<file path="src/dmrc_pkg.sv">
// Constants, register map and types for the drive mode and ramp controller
package dmrc_pkg;

    // ------------------------------------------------------------------
    // Register map
    // ------------------------------------------------------------------
    localparam int          ADDR_W     = 8;
    localparam logic [7:0]  A_CTRL     = 8'h00;
    localparam logic [7:0]  A_MIN_FREQ = 8'h04;
    localparam logic [7:0]  A_MAX_FREQ = 8'h08;
    localparam logic [7:0]  A_ACC_TIME = 8'h0c;
    localparam logic [7:0]  A_DEC_TIME = 8'h10;
    localparam logic [7:0]  A_STATUS   = 8'h14;
    localparam logic [7:0]  A_FREQ     = 8'h18;
    localparam logic [7:0]  A_TARGET   = 8'h1c;

    // ------------------------------------------------------------------
    // Control and status fields
    // ------------------------------------------------------------------
    localparam int B_SCHEME    = 0;
    localparam int B_FREEWHEEL = 3;
    localparam int B_GUARD     = 4;
    localparam int B_FN1       = 5;
    localparam int B_FN2       = 7;
    localparam int B_PRECHARGE = 9;
    localparam int B_LEADLAG   = 10;
    localparam int B_FAULT     = 0;
    localparam int B_DRIVE     = 1;
    localparam int B_BACKUP    = 2;
    localparam int B_STATE     = 3;

    // ------------------------------------------------------------------
    // Schemes and contact functions
    // ------------------------------------------------------------------
    localparam logic [2:0] SCH_CONTACT  = 3'h0;
    localparam logic [2:0] SCH_PRESSURE = 3'h1;
    localparam logic [2:0] SCH_VOLT     = 3'h2;
    localparam logic [2:0] SCH_LOOP     = 3'h3;
    localparam logic [1:0] FN_ALWAYS    = 2'h0;
    localparam logic [1:0] FN_CLOSED    = 2'h1;
    localparam logic [1:0] FN_OPEN      = 2'h2;

    // ------------------------------------------------------------------
    // Reset values, frequencies in 0.1 Hz, times in 0.1 s
    // ------------------------------------------------------------------
    localparam logic        RST_FREEWHEEL = 1'b1;
    localparam logic        RST_GUARD     = 1'b1;
    localparam logic [15:0] RST_MIN_FREQ  = 16'h012c;
    localparam logic [15:0] MIN_FREQ_FLOOR = 16'h0032;
    localparam logic [15:0] RST_MAX_FREQ  = 16'h0258;
    localparam logic [15:0] RST_ACC_TIME  = 16'h0064;
    localparam logic [15:0] RST_DEC_TIME  = 16'h0028;

    // ------------------------------------------------------------------
    // Analog scaling
    // ------------------------------------------------------------------
    localparam logic [15:0] LOOP_ZERO_UA = 16'h0fa0;
    localparam logic [15:0] LOOP_FULL_UA = 16'h4e20;
    localparam logic [31:0] LOOP_SPAN_UA = 32'h00003e80;
    localparam logic [15:0] LOOP_LOST_UA = 16'h01f4;
    localparam int          VOLT_W       = 12;

    // ------------------------------------------------------------------
    // Timing
    // ------------------------------------------------------------------
    localparam int CLK_PERIOD_NS = 10;
    localparam int TICK_NS       = 10000;
    localparam int TICK_CYC      = TICK_NS / CLK_PERIOD_NS;
    localparam int STEP_NS       = 100000000;
    localparam int TICKS_PER_DS  = STEP_NS / TICK_NS;
    localparam int GUARD_NS      = 1000000000;
    localparam int GUARD_TICKS   = GUARD_NS / TICK_NS;

    typedef enum logic [1:0] {
        ST_IDLE,
        ST_ACCEL,
        ST_HOLD,
        ST_DECEL
    } dmrc_state_type;

endpackage : dmrc_pkg

</file>
<file path="src/dmrc_top.sv">
// Control scheme selection and output frequency ramp generator
//
// How it works
// - Scheme 0 runs motor from contacts
// - Contacts default to permanent run request
// - Scheme 1 holds pressure from primary loop
// - Primary loop below 500 uA selects backup loop
// - Both loops lost stops, raises fault
// - Scheme 2 follows 0-5 V potentiometer
// - Scheme 3 follows 4-20 mA loop
// - Ignore analog below lowest speed setting
// - Loop speed is linear, unregulated
// - Precharge, lead/lag only in pressure scheme
// - Ramp times span lowest to top speed
// - Accel 10 s, decel 4 s reset
// - Freewheel halt default, drops drive instantly
// - Guard limits start below lowest speed
// - Guard reaches lowest speed in 1 s
// - Guard off gives single linear ramp
// - Upper segment uses configured accel time
//
// Our own choices: the plain strobed port and the placing of the registers.
`timescale 1ns/1ps

module dmrc_top #(
    parameter int TICK_CYC     = dmrc_pkg::TICK_CYC,
    parameter int TICKS_PER_DS = dmrc_pkg::TICKS_PER_DS,
    parameter int GUARD_TICKS  = dmrc_pkg::GUARD_TICKS
) (
    input  wire logic        clk_sys_i,
    input  wire logic        rst_n_i,
    input  wire logic [7:0]  addr_i,
    input  wire logic [31:0] wdata_i,
    input  wire logic        wr_i,
    input  wire logic        rd_i,
    output logic      [31:0] rdata_o,
    input  wire logic        first_remote_contact_i,
    input  wire logic        second_remote_contact_i,
    input  wire logic [15:0] loop1_ua_i,
    input  wire logic [15:0] loop2_ua_i,
    input  wire logic [11:0] volt_code_i,
    input  wire logic [15:0] pressure_speed_req_i,
    output logic      [15:0] output_freq_o,
    output logic             drive_on_o,
    output logic      [15:0] feedback_ua_o,
    output logic             backup_sel_o,
    output logic             sensor_fault_o,
    output logic             precharge_en_o,
    output logic             lead_lag_en_o
);

    // ------------------------------------------------------------------
    // State
    // ------------------------------------------------------------------
    typedef struct packed {
        logic                     c1_meta;
        logic                     c1;
        logic                     c2_meta;
        logic                     c2;
        logic [2:0]               scheme;
        logic                     freewheel;
        logic                     guard;
        logic [1:0]               fn1;
        logic [1:0]               fn2;
        logic                     pre_req;
        logic                     ll_req;
        logic [15:0]              min_f;
        logic [15:0]              max_f;
        logic [15:0]              acc_t;
        logic [15:0]              dec_t;
        logic                     fault;
        logic                     use_bk;
        logic [15:0]              fb;
        logic                     pre_en;
        logic                     ll_en;
        logic [15:0]              tgt;
        logic                     run_ok;
        logic [15:0]              freq;
        logic                     drive;
        logic [31:0]              acc;
        logic [15:0]              tick;
        dmrc_pkg::dmrc_state_type state;
        logic [31:0]              rdata;
    } dmrc_regs_type;

    dmrc_regs_type s_q;
    dmrc_regs_type s_d;
    logic [1:0]    rst_sync_q;
    logic          rst_n;

    // ------------------------------------------------------------------
    // Reset release
    // ------------------------------------------------------------------
    always_ff @(posedge clk_sys_i or negedge rst_n_i) begin
        if (!rst_n_i) begin
            rst_sync_q <= 2'h0;
        end else begin
            rst_sync_q <= {rst_sync_q[0], 1'b1};
        end
    end
    assign rst_n = rst_sync_q[1];

    function automatic logic contact_ok(input logic [1:0] fn, input logic closed);
        logic r;
        unique case (fn)
            dmrc_pkg::FN_ALWAYS: r = 1'b1;
            dmrc_pkg::FN_OPEN:   r = !closed;
            default:             r = closed;
        endcase
        return r;
    endfunction : contact_ok

    // ------------------------------------------------------------------
    // Next state
    // ------------------------------------------------------------------
    logic        ok_both;
    logic        lost1;
    logic        lost2;
    logic [31:0] mapped;
    logic [15:0] ua;
    logic [15:0] span;
    logic [31:0] per;
    logic [31:0] acc_n;
    logic [15:0] goal;
    logic        tick_hit;

    always_comb begin
        s_d      = s_q;
        mapped   = 32'h0;
        tick_hit = 1'b0;

        s_d.c1_meta = first_remote_contact_i;
        s_d.c1      = s_q.c1_meta;
        s_d.c2_meta = second_remote_contact_i;
        s_d.c2      = s_q.c2_meta;

        // Register writes
        if (wr_i) begin
            case (addr_i)
                dmrc_pkg::A_CTRL: begin
                    if (wdata_i[dmrc_pkg::B_SCHEME +: 3] <= dmrc_pkg::SCH_LOOP) begin
                        s_d.scheme = wdata_i[dmrc_pkg::B_SCHEME +: 3];
                    end
                    s_d.freewheel = wdata_i[dmrc_pkg::B_FREEWHEEL];
                    s_d.guard     = wdata_i[dmrc_pkg::B_GUARD];
                    s_d.fn1       = wdata_i[dmrc_pkg::B_FN1 +: 2];
                    s_d.fn2       = wdata_i[dmrc_pkg::B_FN2 +: 2];
                    s_d.pre_req   = wdata_i[dmrc_pkg::B_PRECHARGE];
                    s_d.ll_req    = wdata_i[dmrc_pkg::B_LEADLAG];
                end
                dmrc_pkg::A_MIN_FREQ: begin
                    if (wdata_i[15:0] < dmrc_pkg::MIN_FREQ_FLOOR) begin
                        s_d.min_f = dmrc_pkg::MIN_FREQ_FLOOR;
                    end else begin
                        s_d.min_f = wdata_i[15:0];
                    end
                end
                dmrc_pkg::A_MAX_FREQ: begin
                    s_d.max_f = wdata_i[15:0];
                end
                dmrc_pkg::A_ACC_TIME: begin
                    s_d.acc_t = wdata_i[15:0];
                end
                dmrc_pkg::A_DEC_TIME: begin
                    s_d.dec_t = wdata_i[15:0];
                end
                dmrc_pkg::A_STATUS: begin
                    if (wdata_i[dmrc_pkg::B_FAULT]) begin
                        s_d.fault = 1'b0;
                    end
                end
                default: begin
                end
            endcase
        end

        // Register reads
        s_d.rdata = 32'h0;
        if (rd_i) begin
            case (addr_i)
                dmrc_pkg::A_CTRL: begin
                    s_d.rdata[dmrc_pkg::B_SCHEME +: 3]  = s_q.scheme;
                    s_d.rdata[dmrc_pkg::B_FREEWHEEL]    = s_q.freewheel;
                    s_d.rdata[dmrc_pkg::B_GUARD]        = s_q.guard;
                    s_d.rdata[dmrc_pkg::B_FN1 +: 2]     = s_q.fn1;
                    s_d.rdata[dmrc_pkg::B_FN2 +: 2]     = s_q.fn2;
                    s_d.rdata[dmrc_pkg::B_PRECHARGE]    = s_q.pre_req;
                    s_d.rdata[dmrc_pkg::B_LEADLAG]      = s_q.ll_req;
                end
                dmrc_pkg::A_MIN_FREQ: s_d.rdata[15:0] = s_q.min_f;
                dmrc_pkg::A_MAX_FREQ: s_d.rdata[15:0] = s_q.max_f;
                dmrc_pkg::A_ACC_TIME: s_d.rdata[15:0] = s_q.acc_t;
                dmrc_pkg::A_DEC_TIME: s_d.rdata[15:0] = s_q.dec_t;
                dmrc_pkg::A_STATUS: begin
                    s_d.rdata[dmrc_pkg::B_FAULT]      = s_q.fault;
                    s_d.rdata[dmrc_pkg::B_DRIVE]      = s_q.drive;
                    s_d.rdata[dmrc_pkg::B_BACKUP]     = s_q.use_bk;
                    s_d.rdata[dmrc_pkg::B_STATE +: 2] = s_q.state;
                end
                dmrc_pkg::A_FREQ:   s_d.rdata[15:0] = s_q.freq;
                dmrc_pkg::A_TARGET: s_d.rdata[15:0] = s_q.tgt;
                default: begin
                end
            endcase
        end

        // --------------------------------------------------------------
        // Contacts and sensors
        // --------------------------------------------------------------
        // contact function gating
        ok_both = contact_ok(s_q.fn1, s_q.c1) && contact_ok(s_q.fn2, s_q.c2);
        lost1   = loop1_ua_i < dmrc_pkg::LOOP_LOST_UA;
        lost2   = loop2_ua_i < dmrc_pkg::LOOP_LOST_UA;
        s_d.use_bk = lost1;
        s_d.fb     = lost1 ? loop2_ua_i : loop1_ua_i;
        if (s_q.scheme == dmrc_pkg::SCH_PRESSURE && lost1 && lost2) begin
            s_d.fault = 1'b1;
        end
        s_d.pre_en = s_q.pre_req && (s_q.scheme == dmrc_pkg::SCH_PRESSURE);
        s_d.ll_en  = s_q.ll_req && (s_q.scheme == dmrc_pkg::SCH_PRESSURE);

        // --------------------------------------------------------------
        // Target selection
        // --------------------------------------------------------------
        ua = loop1_ua_i;
        if (ua > dmrc_pkg::LOOP_FULL_UA) begin
            ua = dmrc_pkg::LOOP_FULL_UA;
        end
        if (ua < dmrc_pkg::LOOP_ZERO_UA) begin
            ua = dmrc_pkg::LOOP_ZERO_UA;
        end
        unique case (s_q.scheme)
            dmrc_pkg::SCH_CONTACT: begin
                s_d.tgt    = s_q.max_f;
                s_d.run_ok = ok_both;
            end
            dmrc_pkg::SCH_PRESSURE: begin
                s_d.tgt = pressure_speed_req_i;
                if (pressure_speed_req_i < s_q.min_f) begin
                    s_d.tgt = s_q.min_f;
                end
                if (pressure_speed_req_i > s_q.max_f) begin
                    s_d.tgt = s_q.max_f;
                end
                s_d.run_ok = ok_both && !s_q.fault;
            end
            dmrc_pkg::SCH_VOLT: begin
                mapped     = ({20'h0, volt_code_i} * {16'h0, s_q.max_f}) >> dmrc_pkg::VOLT_W;
                s_d.tgt    = mapped[15:0];
                s_d.run_ok = ok_both && (mapped[15:0] >= s_q.min_f);
            end
            default: begin
                mapped     = ({16'h0, ua - dmrc_pkg::LOOP_ZERO_UA} * {16'h0, s_q.max_f})
                             / dmrc_pkg::LOOP_SPAN_UA;
                s_d.tgt    = mapped[15:0];
                s_d.run_ok = ok_both && (mapped[15:0] >= s_q.min_f);
            end
        endcase

        // --------------------------------------------------------------
        // Ramp generator
        // --------------------------------------------------------------
        // fixed tick rate
        if (s_q.tick == 16'(TICK_CYC - 1)) begin
            s_d.tick = 16'h0;
            tick_hit = 1'b1;
        end else begin
            s_d.tick = s_q.tick + 16'h1;
        end
        goal = s_q.run_ok ? s_q.tgt : 16'h0;
        span = (s_q.max_f > s_q.min_f) ? (s_q.max_f - s_q.min_f) : 16'h1;
        if (s_q.freq < goal) begin
            if (s_q.guard && s_q.freq < s_q.min_f) begin
                span = s_q.min_f;
                per  = 32'(GUARD_TICKS);
            end else begin
                per = {16'h0, s_q.acc_t} * 32'(TICKS_PER_DS);
            end
        end else begin
            per = {16'h0, s_q.dec_t} * 32'(TICKS_PER_DS);
        end
        if (per == 32'h0) begin
            per = 32'h1;
        end
        acc_n = s_q.acc + {16'h0, span};
        if (!s_q.run_ok && s_q.freewheel) begin
            s_d.freq = 16'h0;
            s_d.acc  = 32'h0;
        end else if (s_q.freq == goal) begin
            s_d.acc = 32'h0;
        end else if (tick_hit) begin
            if (acc_n >= per) begin
                s_d.acc  = acc_n - per;
                s_d.freq = (s_q.freq < goal) ? s_q.freq + 16'h1 : s_q.freq - 16'h1;
            end else begin
                s_d.acc = acc_n;
            end
        end
        s_d.drive = (s_d.freq != 16'h0);
        if (s_d.freq == 16'h0 && goal == 16'h0) begin
            s_d.state = dmrc_pkg::ST_IDLE;
        end else if (s_d.freq < goal) begin
            s_d.state = dmrc_pkg::ST_ACCEL;
        end else if (s_d.freq > goal) begin
            s_d.state = dmrc_pkg::ST_DECEL;
        end else begin
            s_d.state = dmrc_pkg::ST_HOLD;
        end
    end

    // ------------------------------------------------------------------
    // Registers
    // ------------------------------------------------------------------
    always_ff @(posedge clk_sys_i or negedge rst_n) begin
        if (!rst_n) begin
            s_q           <= '0;
            s_q.scheme    <= dmrc_pkg::SCH_CONTACT;
            s_q.fn1       <= dmrc_pkg::FN_ALWAYS;
            s_q.fn2       <= dmrc_pkg::FN_ALWAYS;
            s_q.freewheel <= dmrc_pkg::RST_FREEWHEEL;
            s_q.guard     <= dmrc_pkg::RST_GUARD;
            s_q.min_f     <= dmrc_pkg::RST_MIN_FREQ;
            s_q.max_f     <= dmrc_pkg::RST_MAX_FREQ;
            s_q.acc_t     <= dmrc_pkg::RST_ACC_TIME;
            s_q.dec_t     <= dmrc_pkg::RST_DEC_TIME;
            s_q.state     <= dmrc_pkg::ST_IDLE;
        end else begin
            s_q <= s_d;
        end
    end

    // ------------------------------------------------------------------
    // Outputs
    // ------------------------------------------------------------------
    assign rdata_o        = s_q.rdata;
    assign output_freq_o  = s_q.freq;
    assign drive_on_o     = s_q.drive;
    assign feedback_ua_o  = s_q.fb;
    assign backup_sel_o   = s_q.use_bk;
    assign sensor_fault_o = s_q.fault;
    assign precharge_en_o = s_q.pre_en;
    assign lead_lag_en_o  = s_q.ll_en;

endmodule : dmrc_top

</file>
<file path="config.mk">
export PLATFORM = sky130hd
export DESIGN_NAME = dmrc_top
export DESIGN_NICKNAME = d
export VERILOG_FILES = /design/src/dmrc_pkg.sv /design/src/dmrc_top.sv
export SDC_FILE = /design/constraint.sdc
export NUM_CORES = 2
export LEC_CHECK = 0
export BUFFER_PORTS_ARGS = -buffer_cell sky130_fd_sc_hd__buf_2
export CORE_ASPECT_RATIO = 2
export CORE_UTILIZATION = 30
export CTS_BUF_LIST = sky130_fd_sc_hd__clkbuf_16
export DETAILED_ROUTE_END_ITERATION = 10
export PLACE_DENSITY = 0.43
export SLEW_MARGIN = 5
export SYNTH_ARGS = -nofsm -noshare
export SYNTH_HDL_FRONTEND = slang
export SYNTH_SLANG_ARGS = --single-unit
</file>
<file path="constraint.sdc">
create_clock -name clk_sys_i -period 7.3 [get_ports clk_sys_i]
set_input_delay 0 -clock clk_sys_i [delete_from_list [all_inputs] [get_ports clk_sys_i]]
set_output_delay 0 -clock clk_sys_i [all_outputs]
set_load 0.01 [all_outputs]
</file>
# Word level (Yosys, flattened, before mapping)
# Index checks and enable logic that the tools add are counted.
[totals]
wordCells = 142
ff_bits = 201
out_inout_bits = 69
inputBits = 106
[op_classes]
n_eq_ne = 13
add_sub_neg = 7
n_mux = 38
n_lt_le_gt_ge = 16
reduce_logical = 34
multipliers = 4
div = 1
[ops]
columns = ["cell", "n"]
rows = [
  ["$mux 16", 17],
  ["$mux 32", 6],
  ["$lt 16x16->1", 4],
  ["$mul 16x10->26 const B", 2],
  ["$pmux 17 s3", 1],
  ["$gt 16x16->1", 3],
  ["$pmux 6 s7", 1],
  ["$pmux 5 s8", 1],
  ["$add 16x1->16 const B", 2],
  ["$add 32x16->32", 1],
  ["$div 32x14->32 const B", 1],
  ["$eq 8x5->1 const B", 4],
  ["$ge 16x16->1", 2],
  ["$ge 32x32->1", 1],
  ["$logic_not 16->1", 2],
  ["$logic_not 32->1", 1],
  ["$lt 16x9->1 const B", 2],
  ["$mul 16x16->32", 1],
  ["$sub 32x32->32", 1],
  ["$mux 30", 1],
  ["$pmux 5 s6", 1],
  ["$mul 12x16->28", 1],
  ["$eq 16x10->1 const B", 1],
  ["$eq 16x16->1", 1],
  ["25 further kinds", 55],
]

# Logic depth before layout (Yosys ltp)
[logic_depth]
depth_word = 15
mapped_depth = 115
ltp_nobuf = 104

# Least setup slack after synthesis
# Ideal clock, no wire load.
[synth_timing]
path_type = "input -> register"
startpoint = "input port loop1_ua_i[14]"
endpoint = "register s_q[99] (netlist name)"
stages = 109
setup_slack_ns = -14.946
required_time_ns = 7.155
path_buffers = 11
setup_ns = 0.145
t_arrival_ns = 22.101
cell_sequence = "clkbuf_1 nand4_1 a2111oi_0 o21ai_0 a21oi_1 o21a_1 clkbuf_1 clkbuf_1 nand2_1 ha_1 a21oi_1 nand2_1 a21o_1 nor3b_1 a21oi_1 o32a_1 clkbuf_1 nand2_1 [... 73 more ...] nor2b_1 o21ai_0 nand2b_1 a21oi_1 nor2b_1 o21ai_0 nand2b_1 a21oi_1 nor2b_1 o21ai_0 nand2b_1 a21oi_1 nor2b_1 o21ai_0 nand2b_1 a21oi_1 a22o_1 a221oi_1"
[synth_rtl]
columns = ["item", "line", "text"]
rows = [
  ["start: declaration", "dmrc_top.sv:39", "input wire logic [15:0] loop1_ua_i,"],
  ["end: declaration", "dmrc_top.sv:86", "dmrc_regs_type s_q;"],
]

==> flow_summary.ini <==
[detailed_routing]
wl_per_cell_um = 22.3
via_per_inst = 5.11
drc_errors = 0
via_count = 40700
drt_wl_total_mm = 178
first_iter_violations = 1816
drt_pass1_iterations = 8
antenna_left = 0

[sta]
min_period_ns = 20.73
worst_pin_slew_ns = 1.28
slew_viol_final = 0
setup_viol = 68
fin_ws_ns = -13.43
finClkSkew_ns = 0.0628
hold_violations = 0
rsz0062_at_grt = true
fin_crit_sh_pct = 284
maxSlewHeadroom_pct = 13.8
fmax_mhz = 48.2

[worst_setup_path]
cp.required_ns = 7.80
r2r_cells = 94
cp_max_fo = 8
cp_data_arrival_time_ns = 21.23
slowest_stage = fa_2
cp_slowest_stage_delay_ns = 0.59
r2r_start = s_q[182]$_DFFE_PN0P_
start_kind = input pin
startpoint = loop1_ua_i[3]
setup.worst_path.class = in2reg
end_kind = flop
cpMostUsedCell = buf_4

[floorplan]
fp.dieW_um = 263
dieArea_mm2 = 0.138
placement_rows = 191
initial_utilization_pct = 30.2
die_height_um = 524
core_mm2 = 0.135
num_io_pins = 175

[yosys]
synth_ff_type = dfrtp_1
synth_area_mm2 = 0.0408
synth.most_common_cell = inv_1
yosys_warnings = 0
async_reset_ff_share_pct = 100
synthCells = 4883
synth_top_area_cell = fa_1
synthTopCellsByArea = fa_1 20%, ha_1 15%, dfrtp_1 11%, inv_1 6.1%, nand2_1 4.6%
synth_top_area_share_pct = 19.9
avgSynthCellArea_um2 = 8.36
yosys-top-cells-count = 659 x inv_1, 505 x nand2_1, 492 x ha_1
synth_edf_count = 0
ys_seq_area_share_pct = 12.4
ys_ff_latch = 201
synth_cell_types = 125

[global_route]
grt_pass1_wl_mm = 265
overflow = 0
grt_max_degree = 110
grt_pass1_vias = 43800
grt_usage_pct = 25.9
antenna_found_initial = 8

[cts]
cts_tree = yes
cts.clk_slew.worst_paths_ns = 0.07
insertion_delay_ns = 0.64
cts_buffers = 27
htreeDepth = 1
cts_buffer_depth = 3
cts_root_buffer = clkbuf_16
clock-sinks = 201

[outcome]
status = complete, but fails checks
violations = negative setup slack

[flow_run]
maxCapViolations = 0

[worst_hold_path]
min_path_cells = 2
hp-class = in2reg
min_from = second_remote_contact_i

[layout]
areaGrowthSynthToFinish_pct = 39.5
fill_cells = 13800
drive_above_1_share_pct = 32.8
nets = 7206

[placed_design]
port-buffer-count = 142
dp_hpwl_mm = 149
pre_cts_ws_ns = -15.44
gp_congestion = 0.979
## metal layers
metal  track usage, %  share of wire, %  wire [um]
met1             22.3                31      54500
met2             52.8                56      99400
met3             2.46               3.3       5800
met4             21.5                10      17900
met5                0             0.033         59
## final cells by class
cell class / count / area, um2 / area share (%)
Antenna cell: 6 / 15.0 / 0.0264
Clock buffer: 27 / 676 / 1.19
Clock inverter: 23 / 255 / 0.448
Inverter: 665 / 2500 / 4.39
Multi-Input combinational cell: 3779 / 34500 / 60.5
Sequential cell: 201 / 5050 / 8.87
Tap cell: 1737 / 2170 / 3.81
Timing Repair Buffer: 1528 / 11800 / 20.7
## worst paths after layout
kind                                                end  slack [ns]
worst max-delay path                  s_q[99]$_DFF_PN0_      -13.43
worst min-delay path                 s_d[211]$_DFF_PN0_        0.05
worst max register to register        s_q[99]$_DFF_PN0_      -12.53
worst min register to register  rst_sync_q[1]$_DFF_PN0_        0.35
max in group asynchronous             s_q[46]$_DFF_PN0_        5.63
min in group asynchronous       rst_sync_q[1]$_DFF_PN0_        0.23
## critical path: cells and delay by family
| family | cells | cell delay (ns) |
|---|---|---|
| adders and majority gates | 9 | 3.82 |
| AOI/OAI and AO/OA | 50 | 9.96 |
| xor gates and xnor gates | 2 | 0.21 |
| buffers and inverters | 22 | 3.10 |
| muxes | 1 | 0.32 |
| and+or+nand+nor | 30 | 3.80 |
## per-stage QoR
step	TNS (ns)	std cells	instance area (um2)	utilization (%)	hold WS (ns)
final	-338.72	7966	57000	42.1	0.0526
after detailed placement	-391.53	7730	52300	38.7	-0.198
after floorplan	-280.83	4914	41600	-	-0.296
after CTS	-344.65	7905	55900	41.3	0.00798
after global routing	-380.98	7961	57000	42.1	0.0268
after global placement	-389.30	7730	52300	38.7	-0.199
## registers in the layout, indices dropped and copies added, names as in the netlist
name and flops:
s_d 2, output_freq_o 16, lead_lag_en_o 1, feedback_ua_o 16, drive_on_o 1, rdata_o 16
rst_sync_q 2, sensor_fault_o 1, backup_sel_o 1, precharge_en_o 1, s_q 144
## what timing repair did
| item | 4_1_cts | 5_1_grt |
|---|---|---|
| pin swaps | 173 | 142 |
| hold buffers | 56 | 0 |
| setup buffers | 67 | 60 |
| endpoints found under the hold margin | 108 | 0 |
| gates cloned | 3 | 1 |
| setup endpoints to repair | 68 | 68 |
| resized for setup | 290 | 152 |
## kinds of logic after synthesis
logic type,after synthesis,share of synthesized area [%]
AO/OA/AOI/OAI,1101,18.8
XOR/XNOR,224,4.89
adder cells (fa/ha/maj),904,35.1
buffers and inverters,934,9.36
flip-flops,201,12.4
multiplexers,107,2.81
other,2,0.0184
AND/OR/NAND/NOR,1410,16.6
## cell usage in the layout (no fill, tap or decap), types with 28 or more instances in the layout
cell | synthesis | final
conb_1 | 2 | 33
and3_1 | 71 | 68
o21a_1 | 41 | 38
a211oi_1 | 47 | 31
xor2_1 | 75 | 75
a21oi_2 | 3 | 68
nor2_2 | 0 | 31
nand4_1 | 49 | 49
nand2_1 | 505 | 489
o21bai_1 | 64 | 56
a22oi_1 | 55 | 47
o21ai_1 | 25 | 40
buf_2 | 24 | 142
buf_6 | 4 | 49
dlygate4sd3_1 | 0 | 56
nand2b_1 | 52 | 49
buf_4 | 68 | 1252
nor2_1 | 284 | 247
a21oi_1 | 273 | 202
ha_1 | 492 | 470
mux2_2 | 46 | 42
fa_1 | 406 | 397
inv_1 | 659 | 647
nand3_1 | 70 | 63
a21o_1 | 96 | 96
and2_1 | 140 | 133
mux2i_1 | 58 | 49
o21ai_0 | 203 | 172
nor3_1 | 75 | 61
nor2b_1 | 49 | 47
clkbuf_16 | 0 | 28
xnor2_1 | 145 | 132
dfrtp_1 | 186 | 184
Power is left out: the tool's default activity adds up to more than one toggle a clock period on the data nets, which glitch-free logic cannot reach.
